## config.mk

```make
export PLATFORM = sky130hd
export DESIGN_NAME = scdr_regs
export DESIGN_NICKNAME = d
export VERILOG_FILES = /design/src/hdl/scdr_pkg.sv /design/src/hdl/scdr_pulse_gen.sv /design/src/hdl/scdr_regs.sv
export VERILOG_INCLUDE_DIRS = /design/src /design/src/hdl
export SDC_FILE = /design/constraint.sdc
export NUM_CORES = 1
export LEC_CHECK = 0
export ABC_AREA = 1
export BUFFER_PORTS_ARGS = -buffer_cell sky130_fd_sc_hd__buf_4
export CAP_MARGIN = 20
export CELL_PAD_IN_SITES_DETAIL_PLACEMENT = 1
export CELL_PAD_IN_SITES_GLOBAL_PLACEMENT = 1
export CORE_UTILIZATION = 39
export DETAILED_ROUTE_END_ITERATION = 8
export PLACE_DENSITY_LB_ADDON = 0.1
export SLEW_MARGIN = 40
export SYNTH_ARGS = -nofsm -noshare
export SYNTH_HDL_FRONTEND = slang
export SYNTH_SLANG_ARGS = --single-unit
```

## constraint.sdc

```tcl
create_clock -name i_core_clk -period 1.75 [get_ports i_core_clk]
set_input_delay 0.0875 -clock i_core_clk [delete_from_list [all_inputs] [get_ports i_core_clk]]
set_output_delay 0.0875 -clock i_core_clk [all_outputs]
set_load 0.1 [all_outputs]
```

## src/hdl/scdr_consts.svh

```systemverilog
// Constants of the safety command and diagnostic register bank.
// Assumes a 250 MHz core clock and 20-bit SPI data fields.
`ifndef SCDR_CONSTS_SVH
`define SCDR_CONSTS_SVH
`define SCDR_ADDR_SAFING    7'h31
`define SCDR_ADDR_RECOVER   7'h32
`define SCDR_ADDR_SEED      7'h33
`define SCDR_ADDR_KEY       7'h34
`define SCDR_ADDR_WDTEST    7'h35
`define SCDR_ADDR_OUTSEL    7'h36
`define SCDR_ADDR_LOOPRES   7'h37
`define SCDR_SAFING_PATTERN 16'hACAC
`define SCDR_WDTEST_PATTERN 8'h3C
`define SCDR_PREV_KEY_RST   8'h0D
`define SCDR_SEED_RST       8'hF0
`define SCDR_OUTSEL_RST     4'h0
`define SCDR_PULSE_MS       8
`define SCDR_CLK_KHZ        250000
`define SCDR_PULSE_CYC      (`SCDR_PULSE_MS * `SCDR_CLK_KHZ)
`define SCDR_LVL_POS        19
`define SCDR_TIP_POS        18
`define SCDR_FP_POS         16
`define SCDR_FET_ON_FLAG_POS      15
`define SCDR_DRVOK_POS      14
`define SCDR_HI_POS         13
`define SCDR_LO_POS         12
`define SCDR_RCH_LSB        8
`define SCDR_SBL_POS        7
`define SCDR_STG_POS        6
`define SCDR_STB_POS        5
`define SCDR_SQP_POS        4
`define SCDR_LCH_LSB        0
`endif

```

## src/hdl/scdr_pkg.sv

```systemverilog
// Types of the safety command and diagnostic register bank.
// Assumes the constants header is compiled alongside.
package scdr_pkg;
  typedef struct packed {
    logic       valid;
    logic       write;
    logic [6:0] addr;
    logic [19:0] data;
  } scdr_req_t;
  // Result inputs from the loop sequencer and analog checks
  typedef struct packed {
    logic       test_in_progress;
    logic       prior_fault;
    logic       fet_on;
    logic       path_ok_upd;
    logic       path_ok;
    logic       res_upd;
    logic       res_hi;
    logic       res_lo;
    logic [3:0] res_ch;
    logic       loop_short_upd;
    logic       loop_short;
    logic       leak_upd;
    logic       gnd_short;
    logic       bat_short;
    logic       leak_pin;
    logic [3:0] leak_ch;
    logic [3:0] high_diagnostic_state;
  } scdr_loop_t;
  typedef struct packed {
    logic [3:0] arm;
    logic       inhibit_release;
    logic       safing_reg_en;
    logic       hs_fet_on;
    logic       ls_fet_on;
  } scdr_outs_t;
  typedef enum logic [2:0] {
    SCDR_PT_IDLE = 3'b001,
    SCDR_PT_HIGH = 3'b010,
    SCDR_PT_WAIT = 3'b100
  } scdr_pt_t;
endpackage : scdr_pkg

```

## src/hdl/scdr_pulse_gen.sv

```systemverilog
// Deployment timing pulse generator on the first arming pin.
// Assumes i_en is a level from logic on the same clock.
`timescale 1ns/1ps
module scdr_pulse_gen
  import scdr_pkg::*;
#(
  parameter int unsigned PERIOD_CYC = 2000000
)(
  input  wire logic i_core_clk,
  input  wire logic i_srst,
  input  wire logic i_en,
  output logic      o_pulse
);
  initial
  begin
    if (PERIOD_CYC < 2)
      $error("PERIOD_CYC too small");
  end
  logic [31:0] cnt_ff;
  logic [31:0] nxt_cnt;
  scdr_pt_t    st_ff;
  scdr_pt_t    nxt_st;
  logic        wrap;
  assign wrap    = (cnt_ff == 32'(PERIOD_CYC - 1));
  // Count restarts at the first pulse so every gap is one full period
  assign nxt_cnt = (!i_en || wrap || st_ff == SCDR_PT_IDLE) ? 32'h0 : cnt_ff + 32'h1;
  always_comb
  begin
    case (st_ff)
      SCDR_PT_IDLE: nxt_st = i_en ? SCDR_PT_HIGH : SCDR_PT_IDLE;
      SCDR_PT_HIGH: nxt_st = !i_en ? SCDR_PT_IDLE : SCDR_PT_WAIT;
      SCDR_PT_WAIT: nxt_st = !i_en ? SCDR_PT_IDLE : (wrap ? SCDR_PT_HIGH : SCDR_PT_WAIT);
      default:      nxt_st = SCDR_PT_IDLE;
    endcase
  end
  always_ff @(posedge i_core_clk)
  begin
    if (i_srst)
    begin
      cnt_ff <= 32'h0;
      st_ff  <= SCDR_PT_IDLE;
    end
    else
    begin
      cnt_ff <= nxt_cnt;
      st_ff  <= nxt_st;
    end
  end
  // One-cycle pulse every period while enabled
  assign o_pulse = (st_ff == SCDR_PT_HIGH);
endmodule : scdr_pulse_gen

```

## src/hdl/scdr_regs.sv

```systemverilog
// Command and diagnostic register bank behind the SPI frame decoder.
// Assumes a decoded request per frame; watchdogs and sequencer outside.
`timescale 1ns/1ps
`include "scdr_consts.svh"
// Contract
// - Pattern ACAC written at 0x31 moves diagnostic state to safing; not stored.
// - Safing command in diagnostic or safing state clears arming stretch counter.
// - Recover command at 0x32 clears second watchdog retries in lock state.
// - Seed read upper byte returns previous key, reset value 0x0D.
// - Seed read lower byte is sampled free-running counter, reset 0xF0.
// - Test command carries 3C patterns for both watchdogs as events.
// - Output test selector writable only in diagnostic state; cleared by reset.
// - Codes 1-8 drive arming pins, inhibit release, regulator, FETs.
// - Code 1001 emits timing pulses on first arming pin every 8 ms.
// - Code 1010 drives high-side FET until current comparator trips.
// - Level bit mirrors last level written to loop request register.
// - Test-in-progress bit is 1 while high-level diagnostic runs.
// - Prior-fault bit set when fault existed before diagnostic.
// - FET-on bit set by FET activation in diagnostic state or sequencer.
// - Driver-ok bit reports full-path test success.
// - Resistance high and low flags report threshold comparison.
// - Loop-short flag set when sequencer finds short between loops.
// - Leakage test updates ground and battery short flags.
// - Pin-select bit reports return pin 0 or feed pin 1.
// - Channel fields encode 0 to B; 1100 to 1111 means none.
module scdr_regs
  import scdr_pkg::*;
#(
  parameter int unsigned PULSE_CYC = `SCDR_PULSE_CYC
)(
  input  wire logic       i_core_clk,
  input  wire logic       i_srst,
  input  wire scdr_req_t  i_req,
  output logic [19:0]     o_rdata,
  input  wire logic       i_diagnostic_state_state,
  input  wire logic       i_safing_state,
  input  wire logic       i_wd_two_lock,
  input  wire logic       i_system_state_reset,
  input  wire logic       i_loop_req_wr,
  input  wire logic       i_loop_req_level,
  input  wire scdr_loop_t i_loop,
  input  wire logic       i_current_trip,
  output logic            o_enter_safing,
  output logic            o_clear_arm_stretch,
  output logic            o_wd_two_retry_clear,
  output logic            o_key_valid,
  output logic [7:0]      o_key_value,
  output logic            o_first_watchdog_test_cmd,
  output logic            o_second_watchdog_test_cmd,
  output scdr_outs_t      o_outs
);
  initial
  begin
    if (PULSE_CYC < 2)
      $error("PULSE_CYC too small");
  end

  // ==========================================================
  // Request decode
  function automatic logic hit(input scdr_req_t r, input logic [6:0] a);
    hit = r.valid && (r.addr == a);
  endfunction : hit

  logic wr_safing;
  logic wr_recover;
  logic wr_key;
  logic wr_wdtest;
  logic wr_outsel;
  logic ssr;
  assign ssr        = i_srst || i_system_state_reset;
  assign wr_safing  = hit(i_req, `SCDR_ADDR_SAFING) && i_req.write;
  assign wr_recover = hit(i_req, `SCDR_ADDR_RECOVER) && i_req.write;
  assign wr_key     = hit(i_req, `SCDR_ADDR_KEY) && i_req.write;
  assign wr_wdtest  = hit(i_req, `SCDR_ADDR_WDTEST) && i_req.write;
  assign wr_outsel  = hit(i_req, `SCDR_ADDR_OUTSEL) && i_req.write;

  // ==========================================================
  // Command pulses
  logic safing_ok;
  assign safing_ok = wr_safing && (i_req.data[15:0] == `SCDR_SAFING_PATTERN);
  logic enter_ff;
  logic clr_ff;
  logic recover_ff;
  logic key_v_ff;
  logic [7:0] key_ff;
  logic t1_ff;
  logic t2_ff;
  always_ff @(posedge i_core_clk)
  begin
    if (i_srst)
    begin
      enter_ff   <= 1'b0;
      clr_ff     <= 1'b0;
      recover_ff <= 1'b0;
      key_v_ff   <= 1'b0;
      key_ff     <= 8'h00;
      t1_ff      <= 1'b0;
      t2_ff      <= 1'b0;
    end
    else
    begin
      enter_ff   <= safing_ok && i_diagnostic_state_state;
      clr_ff     <= safing_ok && (i_diagnostic_state_state || i_safing_state);
      recover_ff <= wr_recover && i_wd_two_lock;
      key_v_ff   <= wr_key;
      key_ff     <= wr_key ? i_req.data[7:0] : key_ff;
      t1_ff      <= wr_wdtest && (i_req.data[15:8] == `SCDR_WDTEST_PATTERN);
      t2_ff      <= wr_wdtest && (i_req.data[7:0] == `SCDR_WDTEST_PATTERN);
    end
  end
  assign o_enter_safing       = enter_ff;
  assign o_clear_arm_stretch  = clr_ff;
  assign o_wd_two_retry_clear = recover_ff;
  assign o_key_valid          = key_v_ff;
  assign o_key_value          = key_ff;
  assign o_first_watchdog_test_cmd      = t1_ff;
  assign o_second_watchdog_test_cmd     = t2_ff;

  // ==========================================================
  // Seed and previous key
  logic [7:0] free_ff;
  logic [7:0] prev_key_ff;
  always_ff @(posedge i_core_clk)
  begin
    if (i_srst)
    begin
      free_ff     <= `SCDR_SEED_RST;
      prev_key_ff <= `SCDR_PREV_KEY_RST;
    end
    else
    begin
      free_ff     <= free_ff + 8'h01;
      prev_key_ff <= wr_key ? i_req.data[7:0] : prev_key_ff;
    end
  end

  // ==========================================================
  // Output test selector
  logic [3:0] sel_ff;
  always_ff @(posedge i_core_clk)
  begin
    if (ssr)
      sel_ff <= `SCDR_OUTSEL_RST;
    else if (wr_outsel && i_diagnostic_state_state)
      sel_ff <= i_req.data[3:0];
  end

  logic pulse;
  scdr_pulse_gen #(
    .PERIOD_CYC (PULSE_CYC)
  ) u_pulse (
    .i_core_clk (i_core_clk),
    .i_srst     (i_srst),
    .i_en       (sel_ff == 4'h9),
    .o_pulse    (pulse)
  );

  // Full-path test: FET held until comparator trips
  logic fp_arm_ff;
  logic fp_done_ff;
  logic fp_ok_ff;
  logic fp_on;
  assign fp_on = (sel_ff == 4'hA) && !fp_done_ff;
  always_ff @(posedge i_core_clk)
  begin
    if (ssr || sel_ff != 4'hA)
    begin
      fp_done_ff <= 1'b0;
      fp_ok_ff   <= 1'b0;
      fp_arm_ff  <= 1'b0;
    end
    else
    begin
      fp_arm_ff <= 1'b1;
      if (fp_arm_ff && i_current_trip && !fp_done_ff)
      begin
        fp_done_ff <= 1'b1;
        fp_ok_ff   <= 1'b1;
      end
    end
  end

  scdr_outs_t outs_ff;
  scdr_outs_t nxt_outs;
  always_comb
  begin
    nxt_outs = '0;
    case (sel_ff)
      4'h1: nxt_outs.arm[0]          = 1'b1;
      4'h2: nxt_outs.arm[1]          = 1'b1;
      4'h3: nxt_outs.arm[2]          = 1'b1;
      4'h4: nxt_outs.arm[3]          = 1'b1;
      4'h5: nxt_outs.inhibit_release = 1'b1;
      4'h6: nxt_outs.safing_reg_en   = 1'b1;
      4'h7: nxt_outs.hs_fet_on       = 1'b1;
      4'h8: nxt_outs.ls_fet_on       = 1'b1;
      4'h9: nxt_outs.arm[0]          = pulse;
      4'hA: nxt_outs.hs_fet_on       = fp_on && !i_current_trip;
      default: nxt_outs = '0;
    endcase
  end
  always_ff @(posedge i_core_clk)
  begin
    if (i_srst)
      outs_ff <= '0;
    else
      outs_ff <= nxt_outs;
  end
  assign o_outs = outs_ff;

  // ==========================================================
  // Loop result register
  logic       lvl_ff;
  logic       fet_ff;
  logic       drv_ok_ff;
  logic       hi_ff;
  logic       lo_ff;
  logic       sbl_ff;
  logic       stg_ff;
  logic       stb_ff;
  logic       sqp_ff;
  logic [3:0] rch_ff;
  logic [3:0] lch_ff;
  logic       fet_set;
  assign fet_set = i_loop.fet_on
                 || (i_diagnostic_state_state && (outs_ff.hs_fet_on || outs_ff.ls_fet_on));
  always_ff @(posedge i_core_clk)
  begin
    if (ssr)
    begin
      lvl_ff    <= 1'b0;
      // Sticky flags: a set in a system state reset cycle wins
      fet_ff    <= fet_set && !i_srst;
      drv_ok_ff <= 1'b0;
      hi_ff     <= 1'b0;
      lo_ff     <= 1'b0;
      sbl_ff    <= i_loop.loop_short_upd && i_loop.loop_short && !i_srst;
      stg_ff    <= 1'b0;
      stb_ff    <= 1'b0;
      sqp_ff    <= 1'b0;
      rch_ff    <= 4'h0;
      lch_ff    <= 4'h0;
    end
    else
    begin
      if (i_loop_req_wr)
        lvl_ff <= i_loop_req_level;
      if (fet_set)
        fet_ff <= 1'b1;
      if (sel_ff == 4'hA)
        drv_ok_ff <= fp_ok_ff;
      else if (i_loop.path_ok_upd)
        drv_ok_ff <= i_loop.path_ok;
      if (i_loop.res_upd)
      begin
        hi_ff  <= i_loop.res_hi;
        lo_ff  <= i_loop.res_lo;
        rch_ff <= i_loop.res_ch;
      end
      if (i_loop.loop_short_upd)
        sbl_ff <= sbl_ff | i_loop.loop_short;
      if (i_loop.leak_upd)
      begin
        stg_ff <= i_loop.gnd_short;
        stb_ff <= i_loop.bat_short;
        sqp_ff <= i_loop.leak_pin;
        lch_ff <= i_loop.leak_ch;
      end
    end
  end

  logic [19:0] loop_word;
  logic [3:0]  mid_field;
  // High-level mode reports selected diagnostic in channel field
  assign mid_field = lvl_ff ? i_loop.high_diagnostic_state : rch_ff;
  assign loop_word = {lvl_ff,
                      i_loop.test_in_progress && lvl_ff,
                      1'b0,
                      i_loop.prior_fault,
                      fet_ff, drv_ok_ff, hi_ff, lo_ff,
                      mid_field,
                      sbl_ff, stg_ff, stb_ff, sqp_ff,
                      lch_ff};

  // ==========================================================
  // Read data
  logic [19:0] nxt_rdata;
  logic [19:0] rdata_ff;
  always_comb
  begin
    nxt_rdata = 20'h00000;
    if (i_req.valid)
    begin
      case (i_req.addr)
        `SCDR_ADDR_SEED:    nxt_rdata = {4'h0, prev_key_ff, free_ff};
        `SCDR_ADDR_OUTSEL:  nxt_rdata = {16'h0000, sel_ff};
        `SCDR_ADDR_LOOPRES: nxt_rdata = loop_word;
        default:            nxt_rdata = 20'h00000;
      endcase
    end
  end
  always_ff @(posedge i_core_clk)
  begin
    if (i_srst)
      rdata_ff <= 20'h00000;
    else if (i_req.valid)
      rdata_ff <= nxt_rdata;
  end
  assign o_rdata = rdata_ff;
endmodule : scdr_regs

```

# Yosys cells after proc, flatten, opt, wreduce, memory -nomap -nowiden
# Cells that the tools add are included.
dict set report totals {
  reg_bits 116
  elab_cells 122
  inputBits 64
  output_inout_bits 42
}
dict set report op_classes {
  bitwise 1
  n_eq_ne 25
  reduce_logical 41
  add_sub_neg 2
  mux 22
}
# op count
set op_table {}
lappend op_table {{case mux 20 bit (3 select lines)} 1}
lappend op_table {{== test 7 x 6 -> 1 bit (second input constant)} 7}
lappend op_table {{adder 32 x 1 -> 32 bit (second input constant)} 1}
lappend op_table {{== test 32 x 21 -> 1 bit (second input constant)} 1}
lappend op_table {{logical AND 1 bit} 26}
lappend op_table {{== test 16 bit (second input constant)} 1}
lappend op_table {{== test 4 x 3 -> 1 bit (second input constant)} 4}
lappend op_table {{== test 8 x 6 -> 1 bit (second input constant)} 2}
lappend op_table {{two-way mux 1 bit} 13}
lappend op_table {{== test 4 bit (second input constant)} 3}
lappend op_table {{two-way mux 3 bit} 3}
lappend op_table {{case mux 3 bit (3 select lines)} 1}
lappend op_table {{adder 8 x 1 -> 8 bit (second input constant)} 1}
lappend op_table {{== test 4 x 2 -> 1 bit (second input constant)} 2}
lappend op_table {{logical OR 1 bit} 7}
lappend op_table {{nonzero test 2 bit} 3}
lappend op_table {{== test 4 x 1 -> 1 bit (second input constant)} 1}
lappend op_table {{zero test 1 bit} 4}
lappend op_table {{two-way mux 4 bit} 1}
lappend op_table {{inequality test 4 bit (second input constant)} 1}
lappend op_table {{case mux 1 bit (2 select lines)} 2}
lappend op_table {{== test 3 x 1 -> 1 bit (second input constant)} 1}
lappend op_table {{== test 3 x 2 -> 1 bit (second input constant)} 1}
lappend op_table {{== test 3 bit (second input constant)} 1}
lappend op_table {{other kinds (3)} 3}

# Logic depth before layout (Yosys ltp)
# Gate-level depths: netlist of the first run.
dict set report depth {
  depth_word 5
  depth_mapped 10
  ltp_nobuf 10
}

# Modules after synthesis
# A second synthesis of the first run with hierarchy kept.
dict set report hier_totals {
  hier_cells 774
  area_unflattened_um2 5242.5
}
# mod instances seq_area_each_um2 area_per_inst_um2 cells_each
set by_module_without_submodules {}
lappend by_module_without_submodules {scdr_regs 1 1521.5 3148.0 428}
lappend by_module_without_submodules {scdr_pulse_gen 1 700.7 2094.5 346}

# Worst setup path before layout of the first run
# No wires, ideal clock.
dict set report synth_timing {
  kind {flip-flop to flip-flop}
  from {reg outs_ff, in the netlist o_outs[0]}
  to {reg fet_ff (enable)}
  required_ns 1.457
  setup_ns 0.293
  path_buffers 0
  period_less_slack_ns 1.532
  path_slack_ns 0.218
  path_stages_with_launch 5
  t_arrival_ns 1.240
  cell_sequence {dfxtp_1 > nor2_1 > nor2_1 > nor2_1 > nand2_1}
}
dict set report synth_between {
  elab_chain_len 4
}
# element line_no
set synth_lines {}
lappend synth_lines {{start: declaration} scdr_regs.sv:183} ;# scdr_outs_t outs_ff;
lappend synth_lines {{start signal: assignment} scdr_regs.sv:207} ;# outs_ff <= nxt_outs;
lappend synth_lines {{logical OR 1 bit} scdr_regs.sv:226} ;# || (i_diagnostic_state_state && (outs_ff.hs_fet_on || outs_ff.ls_fet_on));
lappend synth_lines {{logical AND 1 bit} scdr_regs.sv:226}
lappend synth_lines {{logical OR 1 bit} scdr_regs.sv:226}
lappend synth_lines {{nonzero test 2 bit (no line)} n/a}
lappend synth_lines {{end signal: assignment} scdr_regs.sv:233} ;# fet_ff <= fet_set && !i_srst;
lappend synth_lines {{end: declaration} scdr_regs.sv:214} ;# logic fet_ff;
# Every way passes these cells.
# A chain may end at the register's enable or synchronous reset.

# Worst setup path after layout of the first run
dict set report layout_timing {
  from {reg u_pulse.cnt_ff[0]}
  to {reg u_pulse.cnt_ff[26]}
}
dict set report layout_between {
  elab_chain_len 4
  word_cells_on_any_way 5
  cone_classes {1 x add/sub; 1 x eq/ne; 3 x reduce/logical}
}
# element line_no
set layout_lines {}
lappend layout_lines {{start: declaration} scdr_pulse_gen.sv:19} ;# logic [31:0] cnt_ff;
lappend layout_lines {{start signal: assignment} scdr_pulse_gen.sv:45} ;# cnt_ff <= nxt_cnt;
lappend layout_lines {{branches (longest 4 deep; another with adder 32 x 1 -> 32 bit)} n/a}
# Parallel ways; which one is timed is not known.

==> impl_metrics.yaml, run 1 <==
synth:
  synth.yosys.seq_area_share_pct: 42.9
  synth_area_per_cell_um2: 6.83
  yosys-top-cells-area: "dfxtp_1 42%, nand2_1 14%, nor2_1 8.8%"
  netlist.area_leader.share_pct: 41.7
  yosysWarnings: 0
  synth_edf_count: 2
  ys_types: 35
  synth.net_count: 825
  synthCells: 759
  synthArstFlopShare_pct: 0
  ys.flop_type: "dfxtp_1"
  yosysTopAreaCell: "dfxtp_1"
  ys_seq_elements: 110
  syn_area_um2: 5180
clock_tree:
  clock_latency_ns: 0.36
  cts-root-buf: "clkbuf_16"
  clockBufferDepth: 2
  clk_pin_slew_worst_paths_ns: 0.08
  clock_sinks: 110
  htreeDepth: 3
  tritoncts: "done"
  post_cts_buffers: 0
  cts_buffers: 9
critical_path:
  cp_max_fo: 17
  startpoint_type: "flop"
  path_class: "flop to flop"
  worstPathArrival_ns: 1.86
  cp-end-kind: "flop"
  critPathRequiredTime_ns: 2.00
sta:
  rsz0062_at_grt: "no"
  hold_violations: 0
  setup_violations: 0
  post-route-period-util_pct: 92.0
  fin_skew_ns: 0.0100
  period_needed_ns: 1.61
  drv_slew: 0
  hold_slack_ns: 0.0175
  fin_ws_ns: 0.139
  fmax_mhz: 621
  tns_ns: 0
routing:
  drc_errors: 0
  vias: 5118
  ant_nets: 0
  dr.pass1.iters: 4
  drt-total-wl_um: 16000
  post_drt_wl_per_cell_um: 15.3
  drt_iter0_markers: 172
  viasPerCell: 4.89
power:
  ir_drop_uv: 544
  powerDensity_nw_per_um2: 743
  leakagePower_nw: 2.64
final_layout:
  drive_above_1_share_pct: 17.1
  layout.nets: 937
  area_delta_synth_final_pct: 26.5
  diodes: 0
  fill_cells: 1648
grt:
  grt_start_max_net_pins: 36
  grt_pass1_vias: 5334
  grt_overflow: 0
  grt_pass1_wl_um: 25800
  grtUsageTotal_pct: 24.9
  antenna_found_initial: 0
placement:
  place_ws_ns: 0.138
  place_hpwl_um: 12200
  portBuffers: 100
  place_congestion: 0.849
die:
  core_area_um2: 12800
  die_y_um: 117
  ioPinCount: 106
  die-area_um2: 13800
  fp.dieW_um: 117
  num_rows: 41
  start_util_pct: 40.6
status:
  status: "complete, no violations"
run:
  cap_violations: 0
worst_hold_path:
  hold_path.class: "primary input to flop"
==> routing by layer <==
layer / track usage [%] / part of all wire [%] / vias up
li1: - / - / 2592
met1: 26.9 / 41 / 2416
met2: 47.0 / 53 / 84
met3: 5.36 / 2.9 / 26
met4: 9.45 / 2.7 / 0
met5: 0 / 0 / -
==> what timing repair did <==
| action | 4_1_cts | 5_1_grt |
|---|---|---|
| hold endpoints to repair | 18 | 0 |
| hold buffers | 19 | 0 |
| resized for setup | 0 | 0 |
==> power by group <==
group / switching (mW) / total [mW] / internal [mW] / leakage (nW)
combinational: 0.181 / 0.334 / 0.153 / 1.61
sequential: 0.0172 / 2.55 / 2.53 / 0.894
clock: 0.978 / 1.99 / 1.01 / 0.137
==> area by class of cell <==
class	count	area [um2]	share of cell area, %
Multi-Input combinational cell	536	2480	37.8
Sequential cell	110	2220	33.9
Timing Repair Buffer	127	1040	15.8
Inverter	87	327	4.98
Clock buffer	11	243	3.70
Tap cell	172	215	3.28
Clock inverter	4	32.5	0.496
==> path summary, 6_finish.rpt <==
check / cells past startpoint / startpoint / slack (ns) / to
hold reg to reg: 2 / rch_ff[2] / 0.46 / rch_ff[2]
setup reg to reg: 9 / u_pulse.cnt_ff[0] / 0.14 / u_pulse.cnt_ff[26]
setup / recovery: 9 / u_pulse.cnt_ff[0] / 0.14 / u_pulse.cnt_ff[26]
hold / removal: 3 / i_loop[5] / 0.02 / lch_ff[1]
==> registers in the layout, summed over array words and instances (netlist names), 3 cells and up <==
register and cells:
sel_ff 4, o_key_value 8, o_rdata 19, lch_ff 4, u_pulse.st_ff 3, o_outs 8, free_ff 8, prev_key_ff 3
u_pulse.cnt_ff 32, rch_ff 4
==> cell usage after synthesis (2+ instances only) <==
master,count
clkbuf_1,10
dfxtp_1,108
nand2_2,7
nor3_1,5
nand4_1,9
clkinv_1,2
nor2_1,122
nor2_4,4
o21ai_0,30
inv_1,84
a21oi_1,49
nand3_2,2
buf_2,4
nand2_1,197
xor2_1,12
buf_6,3
xnor2_1,5
buf_4,8
nand3_1,67
ha_1,2
nor4_1,2
edfxtp_1,2
nor2_2,11
o211ai_1,3
==> worst max-delay path: stages (launching register included) <==
cell	delay (ns)
dfxtp_1	0.39
ha_1	0.24
nand2_2	0.09
nor2_4	0.13
nand3_1	0.08
nor2_1	0.11
nand2_1	0.13
nand3_4	0.12
buf_12	0.15
nor2_1	0.05
==> cell families (layout without fill, tap and decap cells) <==
logic type / after synthesis / after routing / share of synthesized area [%]
compound gates: 85 / 85 / 8.45
flops: 110 / 110 / 42.9
simple gates: 431 / 431 / 36.0
other cells: 1 / 1 / 0.0723
fa+ha+maj: 2 / 2 / 0.483
xor+xnor: 17 / 17 / 2.87
buf+inv: 113 / 229 / 9.29
==> stage by stage <==
stage | total power [mW] | cells | utilization, % | instance area, um2
final | 4.87 | 1047 | 51.3 | 6560
after global routing | 5.04 | 1047 | 51.3 | 6560
after CTS | 4.92 | 1047 | 51.3 | 6560
after detailed placement | 2.91 | 1013 | 47.7 | 6090
after global placement | 2.89 | 1013 | 47.7 | 6090
after floorplan | 2.74 | 759 | - | 5180
==> cells in the final DEF, fill, tap and decap left out, drive strengths merged, types with 12 or more instances in the layout <==
cell type and count:
inv 87, a21oi 49, xor2 12, buf 108, dlygate4sd3 19, dfxtp 108, nor2 138, nand2 204
o21ai 31, nand3 70
(Power assumes the default switching activity.)
==> run 2: changes to the inputs <==
--- a/config.mk
+++ b/config.mk
@@ -13,7 +13,8 @@
 export CELL_PAD_IN_SITES_GLOBAL_PLACEMENT = 1
 export CORE_UTILIZATION = 39
 export DETAILED_ROUTE_END_ITERATION = 8
-export PLACE_DENSITY_LB_ADDON = 0.1
+export PLACE_DENSITY_LB_ADDON = 0.15
+export REMOVE_ABC_BUFFERS = 1
 export SLEW_MARGIN = 40
 export SYNTH_ARGS = -nofsm -noshare
 export SYNTH_HDL_FRONTEND = slang
==> run 2 against run 1 <==
Net effect: hold slack got worse by 0.0027 ns; critical endpoint is now u_pulse.cnt_ff[22]; die area unchanged; register-to-register slack got worse by 0.05 ns; core utilization increased by 1.0 points; largest power group unchanged; clock power increased by 9%; maximum frequency decreased by 2.8%; routed wire length increased by 5.3%; global-route usage increased by 0.55 points.
==> impl_metrics.yaml, run 2 (synthesized netlist as in run 1, its figures left out) <==
status:
  status: "complete, no violations"
die:
  die_y_um: 117
  core_area_um2: 12800
  fp.dieW_um: 117
  ioPinCount: 106
  die-area_um2: 13800
  num_rows: 41
  start_util_pct: 40.6
routing:
  drt_iter0_markers: 229
  ant_nets: 0
  drt-total-wl_um: 16800
  dr.pass1.iters: 4
  viasPerCell: 5.03
  post_drt_wl_per_cell_um: 15.9
  vias: 5307
  drc_errors: 0
sta:
  fmax_mhz: 604
  tns_ns: 0
  setup_violations: 0
  drv_slew: 0
  rsz0062_at_grt: "no"
  period_needed_ns: 1.66
  fin_skew_ns: 0.00915
  hold_violations: 0
  post-route-period-util_pct: 94.6
critical_path:
  worstPathArrival_ns: 1.91
  ff2ff_setup_slack_ns: 0.09
  path_class: "flop to flop"
  cp-end-kind: "flop"
  startpoint_type: "flop"
  critPathRequiredTime_ns: 2.00
  cp_max_fo: 4
clock_tree:
  post_cts_buffers: 0
  clock_sinks: 110
  cts_buffers: 9
  clk_pin_slew_worst_paths_ns: 0.08
  cts-root-buf: "clkbuf_16"
  clock_latency_ns: 0.36
  htreeDepth: 3
  clockBufferDepth: 2
  tritoncts: "done"
worst_hold_path:
  hold_path.class: "primary input to flop"
final_layout:
  layout_commonest_cell: "nand2_1"
  regMostFlops: "u_pulse.cnt_ff"
  fill_cells: 1639
  largest_register_ffs: 32
  fin_area_um2: 6690
  diodes: 0
  layout_common_cells: "196 x nand2_1, 121 x nor2_1, 108 x dfxtp_1, 108 x buf_4, 84 x inv_1"
  drive_above_1_share_pct: 18.0
  area_delta_synth_final_pct: 29.0
  layout.nets: 945
grt:
  grt_pass1_wl_um: 26800
  grtUsageTotal_pct: 25.4
  grt_pass1_vias: 5639
  grt_start_max_net_pins: 36
  grt_overflow: 0
  antenna_found_initial: 0
placement:
  portBuffers: 100
  place_area_um2: 6070
  place_congestion: 0.834
  place_hpwl_um: 11900
run:
  cap_violations: 0
power:
  ir_drop_uv: 606
  powerDensity_nw_per_um2: 756
  leakagePower_nw: 2.68
==> run 2: layout make-up <==
cell class / count / area [um2] / area share (%)
Clock buffer: 9 / 225 / 3.37
Clock inverter: 7 / 80.1 / 1.20
Inverter: 87 / 327 / 4.88
Multi-Input combinational cell: 539 / 2550 / 38.2
Sequential cell: 110 / 2220 / 33.2
Tap cell: 172 / 215 / 3.22
Timing Repair Buffer: 132 / 1060 / 15.9
==> run 2: final timing paths <==
path,start,end,cells past startpoint
max reg2reg,u_pulse.cnt_ff[0],u_pulse.cnt_ff[22],9
min reg2reg,rch_ff[3],rch_ff[3],2
max,u_pulse.cnt_ff[0],u_pulse.cnt_ff[22],9
min,i_loop[20],hi_ff,3
==> run 2: through the flow <==
step	power (mW)	std cells	setup slack [ns]	hold WS (ns)	utilization, %
final	5.05	1056	0.0939	0.0149	52.3
after global routing	5.22	1056	0.00882	0.0168	52.3
after CTS	5.10	1052	0.0212	0.00261	51.7
after detailed placement	2.91	1014	0.0758	0.296	47.6
after global placement	2.90	1014	0.164	0.273	47.6
after floorplan	2.71	733	0.218	0.154	-
==> run 2: critical path, stage by stage, from the launching register on <==
cell and delay, ns:
dfxtp_1 0.41, ha_2 0.25, nand2_2 0.08, nor2_4 0.09
buf_4 0.13, nand3_2 0.16, nor2_2 0.18, nand3_1 0.11
nand2_1 0.10, nor2_1 0.04
==> run 2: per-layer routing <==
| metal | share of wire (%) | global-route usage [%] | vias to the layer above |
|---|---|---|---|
| met5 | 0 | 0 | - |
| met3 | 3.8 | 6.44 | 28 |
| met2 | 54 | 49.6 | 111 |
| met1 | 40 | 25.9 | 2541 |
| met4 | 2.2 | 8.95 | 0 |
| li1 | - | - | 2627 |
==> run 2: repair_timing <==
action	4_1_cts	5_1_grt
hold buffers	22	1
endpoints found under the setup margin	0	32
resized for setup	0	9
endpoints found under the hold margin	23	1
==> run 2: power by group <==
group / leakage, nW / internal (mW) / switching, mW / total [mW]
sequential: 0.894 / 2.53 / 0.0150 / 2.55
combinational: 1.63 / 0.162 / 0.188 / 0.351
clock: 0.154 / 1.13 / 1.02 / 2.16
